==> config.mk <==
export PLATFORM = sky130hd
export DESIGN_NAME = tx_serial_config_port
export DESIGN_NICKNAME = d
export VERILOG_FILES = /design/src/hw/txcfg_pkg.sv /design/src/hw/tx_serial_config_port.sv /design/src/hw/serial_shifter.sv
export SDC_FILE = /design/constraint.sdc
export NUM_CORES = 1
export LEC_CHECK = 0
export ABC_AREA = 1
export BUFFER_PORTS_ARGS = -buffer_cell sky130_fd_sc_hd__buf_2
export CELL_PAD_IN_SITES_DETAIL_PLACEMENT = 0
export CELL_PAD_IN_SITES_GLOBAL_PLACEMENT = 1
export CORE_UTILIZATION = 43
export CTS_CLUSTER_SIZE = 16
export DETAILED_ROUTE_END_ITERATION = 7
export PLACE_DENSITY_LB_ADDON = 0.1
export SLEW_MARGIN = 0
export SYNTH_ARGS = -nofsm -noshare
export SYNTH_HDL_FRONTEND = slang
export SYNTH_SLANG_ARGS = --single-unit
==> constraint.sdc <==
create_clock -name sys_clk -period 3.05 [get_ports sys_clk]
set_input_delay 0.61 -clock sys_clk [delete_from_list [all_inputs] [get_ports sys_clk]]
set_output_delay 0.61 -clock sys_clk [all_outputs]
set_load 0.01 [all_outputs]
==> src/hw/txcfg_pkg.sv <==
/*
 holds field positions, reset values, timing constants and carrier types of the
 serial configuration port of the transmitter.
 assumes: the logic runs on a 250 MHz system clock.
*/
// Functional notes
// - sample transmit data on reference clock, no retiming
// - words are 24 bits, msb first
// - load addressed register on strobe rising edge
// - ignore data and clock while strobe high
// - shift data on serial clock rise, strobe low
// - bit 23 selects frequency or configuration word
// - reset restores six register defaults
// - rate bit selects 1024 or 2048 kbps
// - modulation bit selects ask or fsk
// - low current bit selects saving mode
// - single calibration bit chooses calibration trigger
// - lock gated bit blocks transmit while unlocked
// - filter edge bit picks reference clock edge
// - polarity bit inverts filter output
// - off delay is 3.5 us plus field times 40
// - on delay field sets request to on delay
// - scale and offset fields drive modulation coefficients
// - configuration write needs write permit bit
package txcfg_pkg;
   localparam int WORD_BITS = 24;
   localparam int TYPE_BIT = 23;
   localparam int RESET_BIT = 22;
   localparam int PERMIT_BIT = 21;
   localparam int ADDR_HI = 20;
   localparam int ADDR_LO = 16;
   localparam int REG_COUNT = 6;
   // register 0 fields
   localparam int RATE_BIT = 14;
   localparam int ASK_BIT = 13;
   localparam int LOWCUR_BIT = 12;
   localparam int PLLSLEEP_BIT = 11;
   localparam int SINGLECAL_BIT = 10;
   localparam int LOCKGATE_BIT = 9;
   // register 1 fields
   localparam int DIVOFS_LO = 12;
   localparam int FEDGE_BIT = 5;
   localparam int FPOL_BIT = 4;
   // register 2 fields
   localparam int OFFDLY_LO = 6;
   localparam int ONDLY_LO = 0;
   // register 4 fields
   localparam int SCALE_LO = 8;
   // defaults and writable masks
   localparam logic [15:0] DEF0 = 16'h263e;
   localparam logic [15:0] DEF1 = 16'h8487;
   localparam logic [15:0] DEF2 = 16'h158a;
   localparam logic [15:0] DEF3 = 16'h5505;
   localparam logic [15:0] DEF4 = 16'h0080;
   localparam logic [15:0] DEF5 = 16'h0000;
   localparam logic [15:0] MASK0 = 16'h7e00;
   localparam logic [15:0] MASK1 = 16'hf030;
   localparam logic [15:0] MASK2 = 16'h00ff;
   localparam logic [15:0] MASK3 = 16'h0000;
   localparam logic [15:0] MASK4 = 16'hffff;
   localparam logic [15:0] MASK5 = 16'h0000;
   // timing
   localparam int SYS_CLK_MHZ = 250;
   localparam int REF_CLK_KHZ = 12288;
   localparam int OFF_BASE_NS = 3500;
   localparam int OFF_STEP_REFS = 40;
   localparam int OFF_BASE_CYC = OFF_BASE_NS * SYS_CLK_MHZ / 1000;
   localparam int OFF_STEP_CYC = OFF_STEP_REFS * SYS_CLK_MHZ * 1000 / REF_CLK_KHZ;
   localparam int ON_STEP_CYC = 8 * SYS_CLK_MHZ * 1000 / REF_CLK_KHZ;
   localparam int DLY_W = 14;

   typedef struct packed {
      logic rate2048;
      logic askMode;
      logic lowCurrent;
      logic pllSleep;
      logic singleCal;
      logic lockGated;
      logic [3:0] divOffset;
      logic filterEdge;
      logic filterInvert;
      logic [1:0] offDelay;
      logic [5:0] onDelay;
      logic [7:0] modScale;
      logic [7:0] modOffset;
   } cfg_t;

   typedef struct packed {
      logic valid;
      logic [WORD_BITS-1:0] word;
   } word_t;
endpackage

==> src/hw/tx_serial_config_port.sv <==
/*
 configuration register bank of the transmitter: decodes serial words,
 holds six configuration registers and the frequency word, drives
 transmit control and samples transmit data on the reference clock.
 assumes: all pins asynchronous to sys_clk; pll lock comes from the synthesizer.
*/
`timescale 1ns/1ns
module tx_serial_config_port
   import txcfg_pkg::*;
(
   // clock and reset
   input wire logic sys_clk,
   input wire logic rst,
   // serial port
   input wire logic serClk,
   input wire logic serData,
   input wire logic loadStrobe,
   // discrete control
   input wire logic chipActive,
   input wire logic tx_request_n,
   input wire logic pllLocked,
   // baseband data
   input wire logic ref_clock_in,
   input wire logic txDataIn,
   // outputs
   output logic tx_valid_out,
   output logic tx_valid_inv_out,
   output logic txEnable,
   output logic pllPowerDown,
   output logic calStart,
   output logic modData,
   output txcfg_pkg::cfg_t cfg,
   output logic [WORD_BITS-2:0] freqWord
);
   word_t word;
   logic [15:0] regs [REG_COUNT];
   logic [15:0] next_regs [REG_COUNT];
   logic [WORD_BITS-2:0] next_freqWord;
   logic resetSeen, next_resetSeen;
   localparam logic [15:0] DEFS [REG_COUNT] = '{DEF0, DEF1, DEF2, DEF3, DEF4, DEF5};
   localparam logic [15:0] MASKS [REG_COUNT] = '{MASK0, MASK1, MASK2, MASK3, MASK4, MASK5};

   serial_shifter shifter (
      .sysClk(sys_clk),
      .rst(rst),
      .serClk(serClk),
      .serData(serData),
      .loadStrobe(loadStrobe),
      .wordOut(word)
   );

   // word decode
   always_comb begin
      logic [4:0] addr;
      addr = word.word[ADDR_HI:ADDR_LO];
      next_regs = regs;
      next_freqWord = freqWord;
      next_resetSeen = 1'b0;
      if (word.valid) begin
         if (!word.word[TYPE_BIT]) begin
            next_freqWord = word.word[WORD_BITS-2:0];
         end else if (word.word[RESET_BIT]) begin
            next_regs = DEFS;
            next_resetSeen = 1'b1;
         end else if (word.word[PERMIT_BIT] && addr < 5'(REG_COUNT)) begin
            for (int i = 0; i < REG_COUNT; i++) begin
               if (addr == 5'(i)) begin
                  next_regs[i] = (word.word[15:0] & MASKS[i]) | (DEFS[i] & ~MASKS[i]);
               end
            end
         end
      end
   end

   always_ff @(posedge sys_clk) begin
      if (rst) begin
         regs <= DEFS;
         freqWord <= '0;
         resetSeen <= 1'b0;
      end else begin
         regs <= next_regs;
         freqWord <= next_freqWord;
         resetSeen <= next_resetSeen;
      end
   end

   // field extraction
   cfg_t next_cfg;
   always_comb begin
      next_cfg.rate2048 = regs[0][RATE_BIT];
      next_cfg.askMode = regs[0][ASK_BIT];
      next_cfg.lowCurrent = regs[0][LOWCUR_BIT];
      next_cfg.pllSleep = regs[0][PLLSLEEP_BIT];
      next_cfg.singleCal = regs[0][SINGLECAL_BIT];
      next_cfg.lockGated = regs[0][LOCKGATE_BIT];
      next_cfg.divOffset = regs[1][DIVOFS_LO +: 4];
      next_cfg.filterEdge = regs[1][FEDGE_BIT];
      next_cfg.filterInvert = regs[1][FPOL_BIT];
      next_cfg.offDelay = regs[2][OFFDLY_LO +: 2];
      next_cfg.onDelay = regs[2][ONDLY_LO +: 6];
      next_cfg.modScale = regs[4][SCALE_LO +: 8];
      next_cfg.modOffset = regs[4][7:0];
   end

   // pin synchronisers
   logic [4:0] meta, sync;
   logic prevRef, prevCe;
   always_ff @(posedge sys_clk) begin
      if (rst) begin
         meta <= 5'h01;
         sync <= 5'h01;
         prevRef <= 1'b0;
         prevCe <= 1'b0;
      end else begin
         meta <= {txDataIn, ref_clock_in, pllLocked, chipActive, tx_request_n};
         sync <= meta;
         prevRef <= sync[3];
         prevCe <= sync[1];
      end
   end
   logic reqN, ceS, lockS, refS, dinS;
   assign reqN = sync[0];
   assign ceS = sync[1];
   assign lockS = sync[2];
   assign refS = sync[3];
   assign dinS = sync[4];

   // transmit sequencing
   typedef enum logic [1:0] {
      ST_IDLE = 2'b00,
      ST_ON_WAIT = 2'b01,
      ST_VALID = 2'b10,
      ST_OFF_WAIT = 2'b11
   } tx_state_t;
   tx_state_t state, next_state;
   logic [DLY_W-1:0] count, next_count;
   logic next_txValid, next_txEnable, next_pllPowerDown, next_calStart, next_modData;
   logic refEdge;

   always_comb begin
      logic gateOk;
      gateOk = !cfg.lockGated || lockS;
      refEdge = cfg.filterEdge ? (prevRef && !refS) : (!prevRef && refS);
      next_state = state;
      next_count = (count != '0) ? count - 1'b1 : count;
      next_txEnable = txEnable;
      case (state)
         ST_IDLE: begin
            next_txEnable = 1'b0;
            if (!reqN && ceS) begin
               next_state = ST_ON_WAIT;
               next_count = DLY_W'(ON_STEP_CYC * cfg.onDelay);
            end
         end
         ST_ON_WAIT: begin
            if (reqN) begin
               next_state = ST_IDLE;
            end else if (count == '0 && gateOk) begin
               next_state = ST_VALID;
               next_txEnable = 1'b1;
            end
         end
         ST_VALID: begin
            if (reqN || !gateOk || !ceS) begin
               next_state = ST_OFF_WAIT;
               next_count = DLY_W'(OFF_BASE_CYC + OFF_STEP_CYC * cfg.offDelay);
            end
         end
         ST_OFF_WAIT: begin
            if (count == '0) begin
               next_state = ST_IDLE;
               next_txEnable = 1'b0;
            end
         end
         default: next_state = ST_IDLE;
      endcase
      next_txValid = (next_state == ST_VALID);
      next_pllPowerDown = cfg.pllSleep && reqN;
      next_calStart = cfg.singleCal ? resetSeen : (ceS && !prevCe && !reqN);
      next_modData = refEdge ? (dinS ^ cfg.filterInvert) : modData;
   end

   always_ff @(posedge sys_clk) begin
      if (rst) begin
         state <= ST_IDLE;
         count <= '0;
         cfg <= '0;
         tx_valid_out <= 1'b0;
         tx_valid_inv_out <= 1'b1;
         txEnable <= 1'b0;
         pllPowerDown <= 1'b0;
         calStart <= 1'b0;
         modData <= 1'b0;
      end else begin
         state <= next_state;
         count <= next_count;
         cfg <= next_cfg;
         tx_valid_out <= next_txValid;
         tx_valid_inv_out <= !next_txValid;
         txEnable <= next_txEnable;
         pllPowerDown <= next_pllPowerDown;
         calStart <= next_calStart;
         modData <= next_modData;
      end
   end
endmodule

==> src/hw/serial_shifter.sv <==
/*
 serial shifter: samples the three serial pins, shifts a word on clock
 rises while the strobe is low and emits it on the strobe rise.
 assumes: pins are asynchronous to sys_clk.
*/
`timescale 1ns/1ns
module serial_shifter
   import txcfg_pkg::*;
(
   // clock and reset
   input wire logic sysClk,
   input wire logic rst,
   // pins
   input wire logic serClk,
   input wire logic serData,
   input wire logic loadStrobe,
   // word out
   output txcfg_pkg::word_t wordOut
);
   logic [2:0] meta;
   logic [2:0] sync;
   logic prevClk, prevStb;
   logic [WORD_BITS-1:0] shift, next_shift;
   word_t next_wordOut;

   always_comb begin
      next_shift = shift;
      next_wordOut.valid = 1'b0;
      next_wordOut.word = wordOut.word;
      if (!sync[2] && sync[0] && !prevClk) begin
         next_shift = {shift[WORD_BITS-2:0], sync[1]};
      end
      if (sync[2] && !prevStb) begin
         next_wordOut.valid = 1'b1;
         next_wordOut.word = shift;
      end
   end

   always_ff @(posedge sysClk) begin
      if (rst) begin
         // strobe idles high so release of reset makes no false load edge
         meta <= 3'h4;
         sync <= 3'h4;
         prevClk <= 1'b0;
         prevStb <= 1'b1;
         shift <= '0;
         wordOut <= '0;
      end else begin
         meta <= {loadStrobe, serData, serClk};
         sync <= meta;
         prevClk <= sync[0];
         prevStb <= sync[2];
         shift <= next_shift;
         wordOut <= next_wordOut;
      end
   end
endmodule

==> reports/metrics.cfg <==
[status]
outcome=completed

[clocking]
cts_resized=0
cts_htree_levels=4
cts.sinks=187
cts_max_path_buffers=2
cts_buffers=17
cts_tree=done
clk_latency_ns=0.43
path_clk_slew_ns=0.07
cts_hold_buffers=0
cts_root_buffer=clkbuf_16
cts_setup_buffers=0

[detailed_routing]
viasPerCell=4.85
wire_per_inst_um=13.9
vias=6348
drt_iter0_drc=341
ant_nets=0
drt-total-wl_um=18200
drtPass1Iterations=5
drcViolationCount=0

[global_route]
track_usage_pct=20.9
grt_pass1_vias=5883
grt_max_degree=98
grt_first_pass_wirelength_um=30100
antenna_found_initial=0
overflow=0

[synth]
yosysMostFrequentCell=dfxtp_1
synth_seq_cells=187
synth_area_leaders=dfxtp_1, nor2_1, nand2_1
synthTopCellsByCount=dfxtp_1, nor2_1, nand2_1, inv_1, o21ai_0
netlist.area_leader.share_pct=48.2
synth_edf_count=0
synth_cell_types=39
yosys_warnings=0
yosys_most_used_dff=dfxtp_1
async_reset_ff_share_pct=0
synth_fp_nets=1056
yosys.area.top_type=dfxtp_1
syn_area_per_cell_um2=7.67
postSynthCellCount=1013
synth_seq_area_share_pct=48.2
synth_area_um2=7770

[layout]
final_net_count=1116
seq_area_um2=3740
fillCellCount=1805
n_antenna_cell=0
multiInputGateArea_um2=3310
fin_area_um2=8910
syn_to_final_growth_pct=14.7
drive_above_1_share_pct=14.3
finalNonFillerCells=1310
fin_util_pct=51.0

[floorplan]
start_util_pct=44.5
row_count=48
core_um2=17500
die_y_um=136
die_w_um=136
num_io_pins=75
die-area_um2=18600

[power_and_ir_drop]
cellLeakagePower_nw=4.27
p_total_mw=6.41
power_density_nw_per_um2=720
vdd_drop_max_mv=0.382

[sta]
rsz0062_at_grt=false
clock.fmax_ghz=0.438
fin_crit_sh_pct=74.9
period_minus_slack_ns=2.29
fin_skew_ns=0.00824
setup_violations=0
slew_headroom_pct=54.8
hold_violations=0
hold_ws_ns=0.363
finalWorstSetupSlack_ns=0.765
fin_tns_setup_ns=0
tightestPinTransition_ns=0.677
maxSlewViolCount=0

[placed_design]
post_dp_cell_area_um2=8320
place_congestion=0.881
dp_hpwl_um=12800
io_buffers=74
dp_slack_ns=0.775
placedCellCount=1279

[critical_path]
path_max_fanout=4
required_ns=3.38
critPathLaunchType=register
crit_slowest_cell=fa_1
crit_chain=ha_1, ha_1, ha_1, fa_1, xor2_1, nand2_1, o21ai_0, inv_1, nand3_1, nand2_1, inv_1
crit_type=register to register
cp-end-kind=register
crit_top_cell=ha_1
cpPeakStageDelay_ns=0.43
cp_data_arrival_time_ns=2.61

[worst_hold_path]
min_path_type=primary input to register

[flow_run]
maxCapViolCount=0

## worst paths after layout
path	from	slack (ns)	depth (start not counted)	to
max reg2reg	cfg[18]	0.76	11	count[9]
max	cfg[18]	0.76	11	count[9]
min	loadStrobe	0.36	2	shifter.meta[2]
min reg2reg	meta[3]	0.40	2	sync[3]
## state kept, by name, indices dropped and copies added (netlist names), 5 cells and up
| register | cells |
|---|---|
| cfg | 36 |
| next_cfg | 36 |
| shifter.wordOut | 25 |
| shifter.shift | 24 |
| freqWord | 23 |
| count | 14 |
| meta | 5 |
| sync | 5 |
## where the power goes
group / internal, mW / leakage [nW] / switching [mW]
combinational: 0.498 / 2.46 / 0.978
sequential: 2.58 / 1.52 / 0.117
clock: 1.25 / 0.290 / 0.994
total: 4.32 / 4.27 / 2.09
## cell type report
| cell class | count | share of cell area, % |
|---|---|---|
| clock buffers | 18 | 4.93 |
| clock inverters | 13 | 1.78 |
| inverters | 140 | 5.92 |
| multi-input cells | 646 | 37.2 |
| flip-flops and latches | 187 | 42.0 |
| well taps | 225 | 3.16 |
| repair buffers | 81 | 5.05 |
## placed cells by master, fill, tap and decap left out, types with 3 or more instances in the layout
master	synthesis	routed
nor2_4	6	6
inv_2	6	7
o21ai_1	5	5
nand2_1	150	150
inv_1	131	130
nand2_4	3	3
buf_2	6	73
nor2_1	160	159
xor2_1	4	4
o21ai_0	85	85
nand3_1	61	61
dfxtp_1	187	187
buf_4	0	6
nor3_1	6	6
a31oi_1	3	3
nand4_1	14	14
nand2_2	5	5
clkbuf_16	0	17
nor2_2	6	7
a21oi_1	80	80
ha_1	32	32
inv_6	0	3
or2_2	7	7
## logic make-up after synthesis
family | Yosys count | share of synthesized area [%]
DFF | 187 | 48.2
AOI/OAI and AO/OA | 183 | 12.4
adders and majority gates | 33 | 5.41
buffers and inverters | 180 | 9.21
and+or+nand+nor | 425 | 24.2
xor gates and xnor gates | 5 | 0.564
## per-layer routing
metal	vias to the layer above	GRT usage (%)	wire, µm
li1	3336	-	-
met1	2897	29.3	9130
met2	97	33.1	8400
met3	18	3.58	494
met4	0	5.19	170
met5	-	0	0
## worst max-delay path: cells and delay by family, from the launching register on
family | cells | cell delay (ns)
adders and majority gates | 4 | 1.22
DFF | 1 | 0.39
and+or+nand+nor | 3 | 0.21
xor gates and xnor gates | 1 | 0.17
buffers and inverters | 2 | 0.11
AOI/OAI and AO/OA | 1 | 0.10
(Power assumes the default switching activity.)
